===== config.mk =====
export PLATFORM = sky130hd
export DESIGN_NAME = rms_remote_message_sync
export DESIGN_NICKNAME = d
export VERILOG_FILES = /design/src/rtl/rms_pkg.sv /design/src/rtl/rms_fifo.sv /design/src/rtl/rms_remote_message_sync.sv /design/src/rtl/rms_settle_timer.sv
export SDC_FILE = /design/constraint.sdc
export NUM_CORES = 1
export LEC_CHECK = 0
export BUFFER_PORTS_ARGS = -buffer_cell sky130_fd_sc_hd__buf_2
export CAP_MARGIN = 20
export CORE_ASPECT_RATIO = 1.4
export CORE_UTILIZATION = 50
export CTS_CLUSTER_DIAMETER = 200
export CTS_CLUSTER_SIZE = 25
export DETAILED_ROUTE_END_ITERATION = 8
export PLACE_DENSITY = 0.68
export SLEW_MARGIN = 20
export SYNTH_ARGS = -nofsm -noshare
export SYNTH_HDL_FRONTEND = slang
export SYNTH_SLANG_ARGS = --single-unit

===== constraint.sdc =====
create_clock -name clock -period 15.3 [get_ports clock]
set_input_delay 3.825 -clock clock [delete_from_list [all_inputs] [get_ports clock]]
set_output_delay 3.825 -clock clock [all_outputs]
set_load 0.03 [all_outputs]

===== src/rtl/rms_pkg.sv =====
/*
  rms_pkg: constants, character codes, opcodes and types shared by the
  remote message sync block, its assertion checker and its test bench.
  Assumes a 20 MHz system clock.
*/
package rms_pkg;
  // ==========================================================
  // timing
  localparam int CLK_HZ     = 20_000_000;
  localparam int SETTLE_MS  = 500;
  localparam int SETTLE_CYC = (CLK_HZ / 1000) * SETTLE_MS;

  // ==========================================================
  // layout and sizes
  localparam int RX_DEPTH   = 32;
  localparam int STR_DEPTH  = 16;
  localparam int SETTLE_BIT = 3;
  localparam int ESB_BIT    = 3;

  // ==========================================================
  // character codes
  localparam logic [7:0] CH_NL    = 8'h0A;
  localparam logic [7:0] CH_SP    = 8'h20;
  localparam logic [7:0] CH_DQ    = 8'h22;
  localparam logic [7:0] CH_HASH  = 8'h23;
  localparam logic [7:0] CH_SQ    = 8'h27;
  localparam logic [7:0] CH_ZERO  = 8'h30;
  localparam logic [7:0] CH_TWO   = 8'h32;
  localparam logic [7:0] CH_COLON = 8'h3A;
  localparam logic [7:0] CH_SEMI  = 8'h3B;
  localparam logic [7:0] CH_A     = 8'h41;
  localparam logic [7:0] CH_B     = 8'h42;
  localparam logic [7:0] CH_F     = 8'h46;
  localparam logic [7:0] CH_H     = 8'h48;
  localparam logic [7:0] CH_N     = 8'h4E;
  localparam logic [7:0] CH_Q     = 8'h51;

  // ==========================================================
  // command opcodes (first character of a message unit)
  localparam logic [7:0] OP_EEMASK   = 8'h45; // event_enable_mask_cmd
  localparam logic [7:0] OP_EEMASK_Q = 8'h65;
  localparam logic [7:0] OP_EVREAD   = 8'h52; // event_read_clear_query
  localparam logic [7:0] OP_WAIT     = 8'h57; // event_wait_cmd
  localparam logic [7:0] OP_WAIT_Q   = 8'h77; // event_wait_query
  localparam logic [7:0] OP_HEADER   = 8'h48; // header_attach_cmd
  localparam logic [7:0] OP_HEADER_Q = 8'h68;
  localparam logic [7:0] OP_LONG     = 8'h56; // long_form_cmd
  localparam logic [7:0] OP_REMOTE   = 8'h4D; // remote_select_cmd
  localparam logic [7:0] OP_SRE      = 8'h53;
  localparam logic [7:0] OP_FILTER   = 8'h46;
  localparam logic [7:0] OP_LEVEL    = 8'h4C;
  localparam logic [7:0] OP_OUTPUT   = 8'h4F;
  localparam logic [7:0] OP_TEXT     = 8'h54;
  localparam logic [7:0] OP_BLOCK    = 8'h42;
  localparam logic [7:0] OP_COND     = 8'h43;

  // ==========================================================
  // transition filter codes and reset values
  localparam logic [1:0]  FLT_NONE  = 2'h0;
  localparam logic [1:0]  FLT_RISE  = 2'h1;
  localparam logic [1:0]  FLT_FALL  = 2'h2;
  localparam logic [1:0]  FLT_BOTH  = 2'h3;
  localparam logic [15:0] MASK_RST  = 16'h0000;
  localparam logic [4:0]  RADIX_DEC = 5'h0A;

  // ==========================================================
  // types
  typedef enum logic [6:0] {
    ST_OP   = 7'h01,
    ST_ARG  = 7'h02,
    ST_STR  = 7'h04,
    ST_STRQ = 7'h08,
    ST_EXEC = 7'h10,
    ST_WAIT = 7'h20,
    ST_RESP = 7'h40
  } rms_state_e;

  typedef enum logic [2:0] {
    RK_DEC = 3'h1,
    RK_STR = 3'h2,
    RK_BLK = 3'h4
  } rms_rkind_e;

  typedef struct packed {
    logic       header;
    logic       longForm;
    logic       remote;
    logic [1:0] filter;
  } rms_cfg_s;

  localparam rms_cfg_s CFG_RST = '{header: 1'b1, longForm: 1'b0, remote: 1'b0,
                                   filter: FLT_NONE};
endpackage : rms_pkg


===== src/rtl/rms_fifo.sv =====
/*
  rms_fifo: flip-flop FIFO with valid/ready on both sides.
  Assumes DEPTH is a power of two and a single clock domain.
*/
`timescale 1ns/10ps
module rms_fifo #(
  parameter int WIDTH = 8,
  parameter int DEPTH = 32
) (
  // clock and reset
  input  wire logic             clock,
  input  wire logic             rst_b,
  // fill side
  input  wire logic [WIDTH-1:0] inData,
  input  wire logic             inValid,
  output logic                  inReady,
  // drain side
  output logic [WIDTH-1:0]      outData,
  output logic                  outValid,
  input  wire logic             outReady
);
  localparam int AW = $clog2(DEPTH);

  logic [WIDTH-1:0] mem_q [DEPTH];
  logic [AW-1:0]    wrPtr_q, wrPtr_d, rdPtr_q, rdPtr_d;
  logic [AW:0]      count_q, count_d;
  logic             notFull_q, notFull_d;
  logic             push, pop;

  assign push     = inValid & notFull_q;
  assign pop      = outValid & outReady;
  assign inReady  = notFull_q;
  assign outValid = (count_q != '0);
  assign outData  = mem_q[rdPtr_q];

  // ==========================================================
  // pointers and fill level; ready is registered so it never loops back
  always_comb begin
    wrPtr_d   = push ? AW'(wrPtr_q + 1'b1) : wrPtr_q;
    rdPtr_d   = pop ? AW'(rdPtr_q + 1'b1) : rdPtr_q;
    count_d   = (AW+1)'(count_q + {{AW{1'b0}}, push} - {{AW{1'b0}}, pop});
    notFull_d = (count_d != (AW+1)'(DEPTH));
  end

  always_ff @(posedge clock or negedge rst_b) begin
    if (!rst_b) begin
      wrPtr_q   <= '0;
      rdPtr_q   <= '0;
      count_q   <= '0;
      notFull_q <= 1'b1;
    end else begin
      wrPtr_q   <= wrPtr_d;
      rdPtr_q   <= rdPtr_d;
      count_q   <= count_d;
      notFull_q <= notFull_d;
    end
  end

  // storage needs no reset: nothing reads a word before it is written
  always_ff @(posedge clock) begin
    if (push) begin
      mem_q[wrPtr_q] <= inData;
    end
  end
endmodule // rms_fifo


===== src/rtl/rms_remote_message_sync.sv =====
/*
  rms_remote_message_sync: byte-stream command interpreter with output
  settling flag, transition filter, extended event register, service
  request and blocking event wait. Assumes rx/tx bytes are on this clock.
*/
// Functional notes
// - text argument enclosed by matching quote pair
// - doubled delimiter collapses to one literal
// - text responses always wrapped in double quotes
// - unclosed text swallows rest, never errors
// - block data only sent, never parsed
// - block: hash, digit count, length, payload
// - commands run strictly one after another
// - condition bit 3 high ~500 ms after output turn-on or level command
// - falling filter sets event bit 3
// - enable mask gates events into summary
// - event register read returns then clears
// - service request follows enabled summary bit
// - wait command blocks until masked event
// - wait query answers once event occurs
// - header setting prefixes responses, readable
// - long form setting doubles the opcode in the header
// - remote select on means remote control
// - masks accepted any radix, answered decimal
`timescale 1ns/10ps
module rms_remote_message_sync import rms_pkg::*; #(
  parameter int SETTLE_CYCLES = SETTLE_CYC,
  parameter int FIFO_DEPTH    = RX_DEPTH
) (
  // clock and reset
  input  wire logic        clock,
  input  wire logic        rst_b,
  // command byte stream in
  input  wire logic [7:0]  rxData,
  input  wire logic        rxValid,
  output logic             rxReady,
  // response byte stream out
  output logic [7:0]       txData,
  output logic             txValid,
  input  wire logic        txReady,
  // status
  output rms_cfg_s         cfg,
  output logic [15:0]      condReg,
  output logic [15:0]      eventReg,
  output logic             srq,
  output logic             outputOn
);
  localparam int SW = $clog2(STR_DEPTH);

  // ==========================================================
  // receive FIFO and settle timer
  logic [7:0] inByte;
  logic       inValid, inPop, settleStart, settling;

  rms_fifo #(.WIDTH(8), .DEPTH(FIFO_DEPTH)) u_rxFifo (
    .clock    (clock),
    .rst_b    (rst_b),
    .inData   (rxData),
    .inValid  (rxValid),
    .inReady  (rxReady),
    .outData  (inByte),
    .outValid (inValid),
    .outReady (inPop)
  );

  rms_settle_timer #(.CYCLES(SETTLE_CYCLES)) u_settle (
    .clock (clock),
    .rst_b (rst_b),
    .start (settleStart),
    .busy  (settling)
  );

  // ==========================================================
  // helpers
  function automatic logic [4:0] digVal(input logic [7:0] b);
    if (b >= CH_ZERO && b <= 8'h39) begin
      digVal = 5'(b - CH_ZERO);
    end else if (b >= CH_A && b <= CH_F) begin
      digVal = 5'(b - CH_A + 8'h0A);
    end else begin
      digVal = 5'h1F;
    end
  endfunction

  function automatic logic [19:0] toBcd(input logic [15:0] v);
    logic [35:0] s;
    s = {20'h0_0000, v};
    for (int i = 0; i < 16; i++) begin
      for (int d = 0; d < 5; d++) begin
        if (s[16+4*d +: 4] >= 4'h5) begin
          s[16+4*d +: 4] = s[16+4*d +: 4] + 4'h3;
        end
      end
      s = {s[34:0], 1'b0};
    end
    toBcd = s[35:16];
  endfunction

  // ==========================================================
  // parser, executor and response state
  rms_state_e  state_q, state_d;
  rms_rkind_e  rKind_q, rKind_d;
  rms_cfg_s    cfg_q, cfg_d;
  logic [7:0]  op_q, op_d, delim_q, delim_d, txData_q, txData_d;
  logic [7:0]  strBuf_q [STR_DEPTH];
  logic [7:0]  strBuf_d [STR_DEPTH];
  logic [15:0] acc_q, acc_d, eeMask_q, eeMask_d, waitMask_q, waitMask_d;
  logic [15:0] rVal_q, rVal_d;
  logic [7:0]  sreMask_q, sreMask_d;
  logic [4:0]  radix_q, radix_d;
  logic [SW:0] strLen_q, strLen_d;
  logic [5:0]  rPos_q, rPos_d;
  logic        hash_q, hash_d, waitQ_q, waitQ_d, outOn_q, outOn_d;
  logic        txValid_q, txValid_d, evReadClr;
  logic [15:0] eventReg_q, eventReg_d;

  // response byte generator
  logic [19:0] bcd;
  logic [5:0]  hdrLen, bodyLen, total, q;
  logic [2:0]  nd;
  logic [7:0]  rByte, bodyTens, bodyOnes;

  always_comb begin
    bcd = toBcd(rVal_q);
    nd  = 3'h1;
    for (int d = 1; d < 5; d++) begin
      if (bcd[4*d +: 4] != 4'h0) begin
        nd = 3'(d + 1);
      end
    end
    hdrLen   = cfg_q.header ? (cfg_q.longForm ? 6'h04 : 6'h03) : 6'h00;
    bodyTens = CH_ZERO + 8'(strLen_q / 10);
    bodyOnes = CH_ZERO + 8'(strLen_q % 10);
    case (rKind_q)
      RK_STR:  bodyLen = 6'(strLen_q) + 6'h02;
      RK_BLK:  bodyLen = 6'(strLen_q) + 6'h04;
      default: bodyLen = 6'(nd);
    endcase
    total = hdrLen + bodyLen + 6'h01;
    q     = rPos_q - hdrLen;
    if (rPos_q < hdrLen) begin
      // short header is ":X ", long form spells ":XX "
      rByte = (rPos_q == 6'h00) ? CH_COLON : (rPos_q == hdrLen - 6'h01) ? CH_SP : op_q;
    end else if (q >= bodyLen) begin
      rByte = CH_NL; // message_terminator of the response
    end else begin
      case (rKind_q)
        RK_STR: begin
          rByte = (q == 6'h00 || q == bodyLen - 6'h01) ? CH_DQ
                                                       : strBuf_q[SW'(q - 6'h01)];
        end
        RK_BLK: begin
          case (q)
            6'h00:   rByte = CH_HASH;
            6'h01:   rByte = CH_TWO;    // two length digits follow
            6'h02:   rByte = bodyTens;
            6'h03:   rByte = bodyOnes;
            default: rByte = strBuf_q[SW'(q - 6'h04)];
          endcase
        end
        default: begin
          rByte = CH_ZERO + 8'(4'(bcd >> (4 * (nd - 3'h1 - 3'(q)))));
        end
      endcase
    end
  end

  // ==========================================================
  // command sequencer: pop only in parse states, so one unit at a time
  always_comb begin
    state_d     = state_q;
    op_d        = op_q;
    delim_d     = delim_q;
    acc_d       = acc_q;
    radix_d     = radix_q;
    hash_d      = hash_q;
    strLen_d    = strLen_q;
    strBuf_d    = strBuf_q;
    cfg_d       = cfg_q;
    eeMask_d    = eeMask_q;
    sreMask_d   = sreMask_q;
    waitMask_d  = waitMask_q;
    waitQ_d     = waitQ_q;
    outOn_d     = outOn_q;
    rKind_d     = rKind_q;
    rVal_d      = rVal_q;
    rPos_d      = rPos_q;
    txData_d    = txData_q;
    txValid_d   = txValid_q;
    inPop       = 1'b0;
    evReadClr   = 1'b0;
    settleStart = 1'b0;
    case (state_q)
      ST_OP: begin
        inPop = 1'b1;
        if (inValid && inByte != CH_SEMI && inByte != CH_NL && inByte != CH_SP) begin
          op_d    = inByte;
          acc_d   = MASK_RST;
          radix_d = RADIX_DEC;
          hash_d  = 1'b0;
          state_d = ST_ARG;
        end
      end
      ST_ARG, ST_STRQ: begin
        inPop = 1'b1;
        if (inValid) begin
          state_d = ST_ARG; // a closed quote falls back to plain argument bytes
          if (state_q == ST_STRQ && inByte == delim_q) begin
            if (strLen_q < (SW+1)'(STR_DEPTH)) begin
              strBuf_d[SW'(strLen_q)] = inByte;
              strLen_d = strLen_q + 1'b1;
            end
            state_d = ST_STR;
          end else if (inByte == CH_SEMI || inByte == CH_NL) begin
            state_d = ST_EXEC;
          end else if (inByte == CH_DQ || inByte == CH_SQ) begin
            delim_d  = inByte;
            strLen_d = '0;
            state_d  = ST_STR;
          end else if (inByte == CH_HASH) begin
            hash_d = 1'b1;
          end else if (hash_q) begin
            hash_d  = 1'b0;
            radix_d = (inByte == CH_H) ? 5'h10 : (inByte == CH_Q) ? 5'h08 :
                      (inByte == CH_B) ? 5'h02 : RADIX_DEC;
          end else if (digVal(inByte) < radix_q) begin
            acc_d = 16'(acc_q * radix_q + digVal(inByte));
          end else if (inByte == CH_N) begin
            acc_d = 16'h0001; // ON
          end else if (inByte == CH_F) begin
            acc_d = 16'h0000; // OFF
          end
        end
      end
      ST_STR: begin
        inPop = 1'b1;
        if (inValid) begin
          if (inByte == delim_q) begin
            state_d = ST_STRQ;
          end else if (strLen_q < (SW+1)'(STR_DEPTH)) begin
            // terminators land here too while the quote is open
            strBuf_d[SW'(strLen_q)] = inByte;
            strLen_d = strLen_q + 1'b1;
          end
        end
      end
      ST_EXEC: begin
        state_d = ST_OP;
        rPos_d  = 6'h00;
        rKind_d = RK_DEC;
        case (op_q)
          OP_EEMASK:   eeMask_d = acc_q;
          OP_EEMASK_Q: begin rVal_d = eeMask_q; state_d = ST_RESP; end
          OP_EVREAD: begin
            rVal_d    = eventReg_q;
            evReadClr = 1'b1;
            state_d   = ST_RESP;
          end
          OP_WAIT, OP_WAIT_Q: begin
            waitMask_d = acc_q;
            waitQ_d    = (op_q == OP_WAIT_Q);
            state_d    = ST_WAIT;
          end
          OP_HEADER:   cfg_d.header = (acc_q != '0);
          OP_HEADER_Q: begin rVal_d = {15'h0000, cfg_q.header}; state_d = ST_RESP; end
          OP_LONG:     cfg_d.longForm = (acc_q != '0);
          OP_REMOTE:   cfg_d.remote = (acc_q != '0);
          OP_SRE:      sreMask_d = acc_q[7:0];
          OP_FILTER:   cfg_d.filter = acc_q[1:0];
          OP_LEVEL:    settleStart = 1'b1;
          OP_OUTPUT: begin
            outOn_d     = (acc_q != '0);
            settleStart = (acc_q != '0) && !outOn_q;
          end
          OP_TEXT:  begin rKind_d = RK_STR; state_d = ST_RESP; end
          OP_BLOCK: begin rKind_d = RK_BLK; state_d = ST_RESP; end
          OP_COND:  begin rVal_d = condReg; state_d = ST_RESP; end
          default:  state_d = ST_OP;
        endcase
      end
      ST_WAIT: begin
        // nothing is popped, so later units stay queued behind the wait
        if ((eventReg_q & waitMask_q) != '0) begin
          rVal_d  = eventReg_q & waitMask_q;
          state_d = waitQ_q ? ST_RESP : ST_OP;
        end
      end
      ST_RESP: begin
        if (!txValid_q || txReady) begin
          if (rPos_q < total) begin
            txData_d  = rByte;
            txValid_d = 1'b1;
            rPos_d    = rPos_q + 6'h01;
          end else begin
            txValid_d = 1'b0;
            state_d   = ST_OP;
          end
        end
      end
      default: state_d = ST_OP;
    endcase
  end

  always_ff @(posedge clock or negedge rst_b) begin
    if (!rst_b) begin
      state_q    <= ST_OP;
      op_q       <= 8'h00;
      delim_q    <= CH_DQ;
      acc_q      <= MASK_RST;
      radix_q    <= RADIX_DEC;
      hash_q     <= 1'b0;
      strLen_q   <= '0;
      strBuf_q   <= '{default: 8'h00};
      cfg_q      <= CFG_RST;
      eeMask_q   <= MASK_RST;
      sreMask_q  <= 8'h00;
      waitMask_q <= MASK_RST;
      waitQ_q    <= 1'b0;
      outOn_q    <= 1'b0;
      rKind_q    <= RK_DEC;
      rVal_q     <= 16'h0000;
      rPos_q     <= 6'h00;
      txData_q   <= 8'h00;
      txValid_q  <= 1'b0;
    end else begin
      state_q    <= state_d;
      op_q       <= op_d;
      delim_q    <= delim_d;
      acc_q      <= acc_d;
      radix_q    <= radix_d;
      hash_q     <= hash_d;
      strLen_q   <= strLen_d;
      strBuf_q   <= strBuf_d;
      cfg_q      <= cfg_d;
      eeMask_q   <= eeMask_d;
      sreMask_q  <= sreMask_d;
      waitMask_q <= waitMask_d;
      waitQ_q    <= waitQ_d;
      outOn_q    <= outOn_d;
      rKind_q    <= rKind_d;
      rVal_q     <= rVal_d;
      rPos_q     <= rPos_d;
      txData_q   <= txData_d;
      txValid_q  <= txValid_d;
    end
  end

  // ==========================================================
  // status model: filter, extended events, summary and service request
  logic prevSettle_q, srq_q, srq_d, evHit;
  logic [7:0] statusByte;

  always_comb begin
    evHit = ((cfg_q.filter == FLT_FALL || cfg_q.filter == FLT_BOTH) &&
             prevSettle_q && !settling) ||
            ((cfg_q.filter == FLT_RISE || cfg_q.filter == FLT_BOTH) &&
             !prevSettle_q && settling);
    // a new event in the clearing cycle survives the read
    eventReg_d = (evReadClr ? 16'h0000 : eventReg_q) |
                 (evHit ? 16'(1 << SETTLE_BIT) : 16'h0000);
    statusByte = 8'((((eventReg_q & eeMask_q) != '0) ? 8'h01 : 8'h00) << ESB_BIT);
    srq_d      = ((statusByte & sreMask_q) != '0);
  end

  always_ff @(posedge clock or negedge rst_b) begin
    if (!rst_b) begin
      prevSettle_q <= 1'b0;
      eventReg_q   <= 16'h0000;
      srq_q        <= 1'b0;
    end else begin
      prevSettle_q <= settling;
      eventReg_q   <= eventReg_d;
      srq_q        <= srq_d;
    end
  end

  // ==========================================================
  // outputs, all from flip-flops
  assign condReg  = 16'(settling) << SETTLE_BIT;
  assign eventReg = eventReg_q;
  assign srq      = srq_q;
  assign cfg      = cfg_q;
  assign outputOn = outOn_q;
  assign txData   = txData_q;
  assign txValid  = txValid_q;
endmodule // rms_remote_message_sync


===== src/rtl/rms_settle_timer.sv =====
/*
  rms_settle_timer: retriggerable one-shot that holds busy for CYCLES
  clocks after the last start pulse. Assumes start is a same-clock pulse.
*/
`timescale 1ns/10ps
module rms_settle_timer #(
  parameter int CYCLES = 10_000_000
) (
  // clock and reset
  input  wire logic clock,
  input  wire logic rst_b,
  // control
  input  wire logic start,
  output logic      busy
);
  localparam int CW = $clog2(CYCLES + 1);

  logic [CW-1:0] cnt_q, cnt_d;
  logic          busy_q, busy_d;

  assign busy = busy_q;

  // ==========================================================
  // each start reloads the full interval
  always_comb begin
    if (start) begin
      cnt_d = CW'(CYCLES);
    end else if (cnt_q != '0) begin
      cnt_d = CW'(cnt_q - 1'b1);
    end else begin
      cnt_d = cnt_q;
    end
    busy_d = (cnt_d != '0);
  end

  always_ff @(posedge clock or negedge rst_b) begin
    if (!rst_b) begin
      cnt_q  <= '0;
      busy_q <= 1'b0;
    end else begin
      cnt_q  <= cnt_d;
      busy_q <= busy_d;
    end
  end
endmodule // rms_settle_timer


# == Word-level counts from Yosys, hierarchy flattened ==
# Memory sizes are Yosys's and may differ from the RTL's.
# Cells that the tools add are included.
# op_classes
n_lt_le_gt_ge,48
n_mux,151
n_reduce_logical,64
n_shift,1
n_eq_ne,68
n_div,2
bitwise_logic,11
addsub,60
mul,1
# ops
op,n
two-way mux 128 bit,5
case mux 128 bit (2 select lines),1
two-way mux 16 bit,12
two-way mux 5 bit,34
== test 8 x 7 -> 1 bit (second input constant),21
two-way mux 4 bit,37
bitwise mux 128 bit,1
adder 4 x 2 -> 4 bit (second input constant),30
>= comparator 4 x 3 -> 1 bit (second input constant),30
two-way mux 8 bit,10
binary-select mux 8 bit (select 4 bit),2
case mux 16 bit (2 select lines),2
case mux 16 bit (4 select lines),1
two-way mux 7 bit,8
two-way mux 24 bit,2
nonzero test 16 bit,3
nonzero test 24 bit,2
case mux 7 bit (6 select lines),1
bitwise AND 16 bit,2
demux 8 bit (select 4 bit),1
divider 5 x 4 -> 32 bit (second input constant),1
== test 8 x 6 -> 1 bit (second input constant),4
modulo 5 x 4 -> 32 bit (second input constant),1
!= test 2 bit (second input constant),16
other kinds (92),179
# word_totals
out_inout_bits,49
memories,1
regBits,319
ramBits,256
wordCells,453
inputBits,12
# memory_table
name,depth,width,read_ports,rd_ports_with_merged_regs,wr,line_no,rtl
u_rxFifo.mem_q,32,8,1,0,1,rms_fifo.sv:24,logic [WIDTH-1:0] mem_q [DEPTH];

# == Logic depth before layout (Yosys ltp) ==
# logic_depth
depth_word,39
depth_mapped,80
depth_no_buf,77

# == Modules after synthesis ==
# A second synthesis with hierarchy kept.
# unflattened
hier_cells,3141
hier_area_um2,34310.4
# modules_own_cells
module,area_each_um2,instances,seq_area_each_um2,cells_per_inst
rms_remote_message_sync,21787.1,1,5964.5,2416
rms_fifo,10889.2,1,8114.0,554
rms_settle_timer,1634.1,1,625.6,171

# == Least setup slack after synthesis ==
# No wires, ideal clock.
# synth_timing
kind,register to register
startpoint,register rVal_q[14]
endpoint,"register txData_q[0], in the netlist txData[0]"
path_stages_with_launch,75
path_slack_ns,0.224
synth_period_minus_slack_ns,15.076
setup_ns,0.125
arrival_ns,14.951
required_ns,15.175
n_path_buf,6
path_cell_list,dfrtp_1 buf_6 inv_1 ha_1 o21ai_1 xnor2_2 ha_1 nand2b_1 a32oi_4 xnor2_2 ha_1 buf_2 nor2b_1 o311ai_2 or3_4 a221oi_4 xnor2_2 inv_2 (+39 left out) inv_1 fa_1 inv_1 ha_1 o21ai_0 nand2b_1 a21oi_1 nor2b_1 o21ai_0 nand2b_1 a21oi_1 and2_1 nor2b_1 clkbuf_1 clkbuf_1 a21oi_1 a31oi_1 o21ai_1
# synth_via
elab_chain_len,39
word_cells_on_any_way,130
classes_between,41 x add/sub; 37 x order compare; 1 x eq/ne; 1 x shift; 44 x mux; 6 x reduce/logical
# synth_rtl
item,line_no,rtl
"start, declared",rms_remote_message_sync.sv:108,"logic [15:0] rVal_q, rVal_d;"
"start signal, assigned",rms_remote_message_sync.sv:341,rVal_q <= rVal_d;
adder 3 x 2 -> 4 bit / >= comparator 3 bit (equally long branches),"rms_remote_message_sync.sv:91, rms_remote_message_sync.sv:90",
two-way mux 4 bit *,rms_remote_message_sync.sv:90,if (s[16+4*d +: 4] >= 4'h5) begin
"parallel branches: the longest is 37 deep, another holds adder 4 x 2 -> 4 bit",-,
"end signal, assigned",rms_remote_message_sync.sv:343,txData_q <= txData_d;
"end, declared",rms_remote_message_sync.sv:104,"logic [7:0] op_q, op_d, delim_q, delim_d, txData_q, txData_d;"
# Mark *: on every way between the ends.
# A chain may end at the register's enable or synchronous reset.

# == Final worst setup path ==
# layout_timing
startpoint,register rVal_q[13]
endpoint,"register txData_q[5], in the netlist txData[5]"
# layout_via
elab_chain_len,39
word_cells_on_any_way,130
classes_between,41 x add/sub; 37 x order compare; 1 x eq/ne; 1 x shift; 44 x mux; 6 x reduce/logical
# layout_rtl
item,line_no
adder 3 x 2 -> 4 bit / >= comparator 3 bit (equally long branches),"rms_remote_message_sync.sv:91, rms_remote_message_sync.sv:90"
two-way mux 4 bit *,rms_remote_message_sync.sv:90
"parallel branches: the longest is 37 deep, another holds adder 4 x 2 -> 4 bit",-
# Marks and branches as above.

==> qor.yml <==
run_status:
  outcome: "finished, violations left"
  violations: "DRC"
clock_tree:
  clk_pin_slew_ns: 0.12
  root_buffer: "clkbuf_16"
  cts_hold_buf: 0
  htree_num_levels: 1
  clock_path_buffers: 3
  cts.sinks: 536
  clk_latency_ns: 0.60
  numCtsBuffers: 25
  tritoncts: "yes"
route:
  dr.pass1.iters: 7
  drt-wirelength-per-cell_um: 20.6
  dr.first_iter.drc_count: 1701
  ant_nets: 0
  vias: 24191
  route.detailed.drc: 6
  routed_wl_um: 80700
  drt-vias-per-instance: 6.17
logic_synthesis:
  synthMuxAreaShare: 0.149
  yosys.area_share.simple: 0.142
  synth_edf_count: 256
  yosysWarnings: 0
  synth_top_family_by_area: "multiplexers"
  synth_flop_cell: "dfrtp_1"
  postSynthCellCount: 3076
  ys_types: 129
  synth-seq-cells: 536
  synthArstFlopShare: 0.522
  synth-xor-area-share: 0.0271
  synth_fa_ha_area_frac: 0.0619
  avgSynthCellArea_um2: 10.9
  ys_seq_area_frac: 0.439
  syn_area_um2: 33500
  synth_compound_area_frac: 0.138
global_routing:
  antenna_found_initial: 0
  grt_pass1_vias: 24342
  grt_pass1_wl_um: 130000
  grt_max_degree: 164
  gr-total-overflow: 0
  grtUsageTotal: 0.236
setup_path:
  worstReg2RegEnd: "txData[5]"
  critPathKind: "reg -> reg"
  ff2ff_setup_slack_ns: 0.77
  start_kind: "flop"
  setup.worst_path.end_class: "flop"
  worstReg2RegStart: "rVal_q[13]"
  reg2reg_depth: 73
  cpPeakStageDelay_ns: 0.56
  crit_path_top_delay_cell: "or4_4"
  critPathMaxFanout: 12
  cp.arrival_ns: 15.02
  cp-startpoint: "rVal_q[13]"
  critical_path.most_common_cell: "ha_1"
  critPathRequiredTime_ns: 15.79
die:
  dieArea_um2: 68100
  ios: 61
  fp.dieW_um: 221
  initial_utilization: 0.505
  fp-row-count: 112
  core-area_um2: 66400
  die_h_um: 308
power:
  power_leakage_nw: 14.0
  power.total_mw: 4.25
  ir_drop_mv: 0.144
  power.density_nw_per_um2: 119
worst_hold_path:
  hold_class: "reg -> reg"
  whs_path_depth: 2
  holdPathEnd: "rKind_q[0]"
  hp-start: "rKind_q[0]"
place:
  place_hpwl_um: 58000
  portBuffers: 30
  place_congestion: 0.932
  dp_cells: 3852
final_layout:
  area_delta_synth_final_pct: 6.46
  drive_gt1_frac: 0.179
  antenna_cells: 0
  final_nets: 3210
  fillers: 5669
  fin_util: 0.537
  layout.cells.non_filler: 3918
timing:
  layout_min_cycle_time_ns: 14.53
  hold_viol: 0
  maxSlewHeadroom: 0.343
  report.final.slew_viol_count: 0
  fin_crit_sh: 0.950
  tns_ns: 0
  setup-violations-final: 0
  clock_skew_ns: 0.0353
  worst_pin_slew_ns: 0.978
  max_freq_mhz: 68.8
run:
  cap_violations: 0
-- cells by family (layout without fill, tap and decap cells) --
logic type               after synthesis  in the layout
AO/OA/AOI/OAI                        677            677
XOR/XNOR                              96             96
adder cells (fa/ha/maj)              156            156
buffers and inverters                341            299
flip-flops                           536            536
multiplexers                         282            282
other                                  1             30
AND/OR/NAND/NOR                      987            987
-- synthesized netlist by cell type, types with 24 or more instances --
cell type,n,area [um^2]
nand2b_1,28,175
o21ai_0,215,1080
a21oi_1,111,556
a21o_1,24,180
nand2_1,346,1300
edfxtp_1,256,7690
clkbuf_1,115,432
nor4_1,33,206
nand3_1,59,295
a31oi_1,26,163
mux4_2,161,3630
nor3_1,48,240
buf_4,33,248
dfrtp_1,272,6810
nor2_1,228,856
inv_1,146,548
and3_1,25,156
mux2i_1,27,270
mux2_2,89,1000
o211ai_1,34,255
ha_1,137,1710
and2_1,61,382
nand4_1,24,150
xnor2_1,65,569
-- flip-flops by register name, indices dropped and copies added (netlist names), 6 cells and up --
| signal | cells |
|---|---|
| acc_q | 16 |
| delim_q | 8 |
| eeMask_q | 16 |
| op_q | 8 |
| rPos_q | 6 |
| rVal_q | 16 |
| state_q | 7 |
| strBuf_q | 128 |
| txData | 8 |
| u_rxFifo.count_q | 6 |
| u_rxFifo.mem_q | 256 |
| u_settle.cnt_q | 24 |
-- report_power, final --
group	internal [mW]	leakage (nW)	total, mW	switching (mW)
combinational	0.675	7.62	1.65	0.971
clock	0.318	0.348	0.768	0.450
sequential	1.65	6.05	1.84	0.187
total	2.65	14.0	4.25	1.61
-- per-layer routing --
layer  vias to the layer above  routed length, um  GRT usage
li1                      11286                  -          -
met1                     12026              31300      0.279
met5                         -                  0          0
met4                         0               2610     0.0815
met2                       733              43200      0.448
met3                       146               3610     0.0211
-- how the worst max path moves through the flow --
| stage | endpoint | cells after the start |
|---|---|---|
| finish | txData[5] | 73 |
| global route | txData[5] | 74 |
| CTS | txData[5] | 75 |
| detailed placement | txData[5] | 75 |
| global placement | txData[5] | 77 |
| floorplan | txData[0] | 74 |
-- metrics by stage --
step                      hold slack (ns)  cell area [um^2]  setup WS (ns)
after CTS                           0.485             35200        0.00935
after global placement              0.460             34400          0.308
after floorplan                     0.414             33600          0.224
final                               0.484             35700          0.770
after global routing                0.502             35700        -0.0963
after detailed placement            0.467             34400         -0.433
-- cell type report --
| cell class | instances | area (um^2) | area share |
|---|---|---|---|
| Clock buffer | 44 | 697 | 0.0195 |
| Clock inverter | 2 | 36.3 | 0.00102 |
| Timing Repair Buffer | 97 | 677 | 0.0190 |
| Inverter | 156 | 586 | 0.0164 |
| Multi-Input combinational cell | 2228 | 17900 | 0.502 |
| Sequential cell | 536 | 14700 | 0.412 |
| Tap cell | 855 | 1070 | 0.0300 |
-- critical path: cells and delay by family (launching register included) --
family | cells | cell delay, ns
xor gates and xnor gates | 4 | 0.75
AOI/OAI and AO/OA | 21 | 4.31
buffers and inverters | 12 | 1.17
muxes | 3 | 0.81
DFF | 1 | 0.47
adders and majority gates | 12 | 2.71
and+or+nand+nor | 21 | 4.14
-- cells in the final DEF, fill, tap and decap left out, drive strengths merged, types with 13 or more instances in the layout --
cell type  instances
nand2            347
dfrtp            272
edfxtp           256
nor2             228
o21ai            226
mux4             161
inv              154
ha               137
a21oi            118
buf               97
mux2              91
xnor2             72
and2              63
nand3             61
nor3              49
clkbuf            44
o211ai            35
nor4              33
conb              30
mux2i             30
nand2b            28
and3              27
a31oi             27
a21o              26
nand4             24
xor2              23
or3               23
nor2b             23
a211oi            23
or2               22
o31ai             17
fa                17
o21a              16
a21boi            15
nor3b             14
o22ai             14
o21bai            13
or4               13
-- timing repair --
item / in CTS / in global routing
resized for setup: 6 / 74
setup buffers: 3 / 16
gates cloned: 0 / 1
endpoints found under the setup margin: 16 / 21
pin swaps: 5 / 21
(Power assumes the default switching activity.)
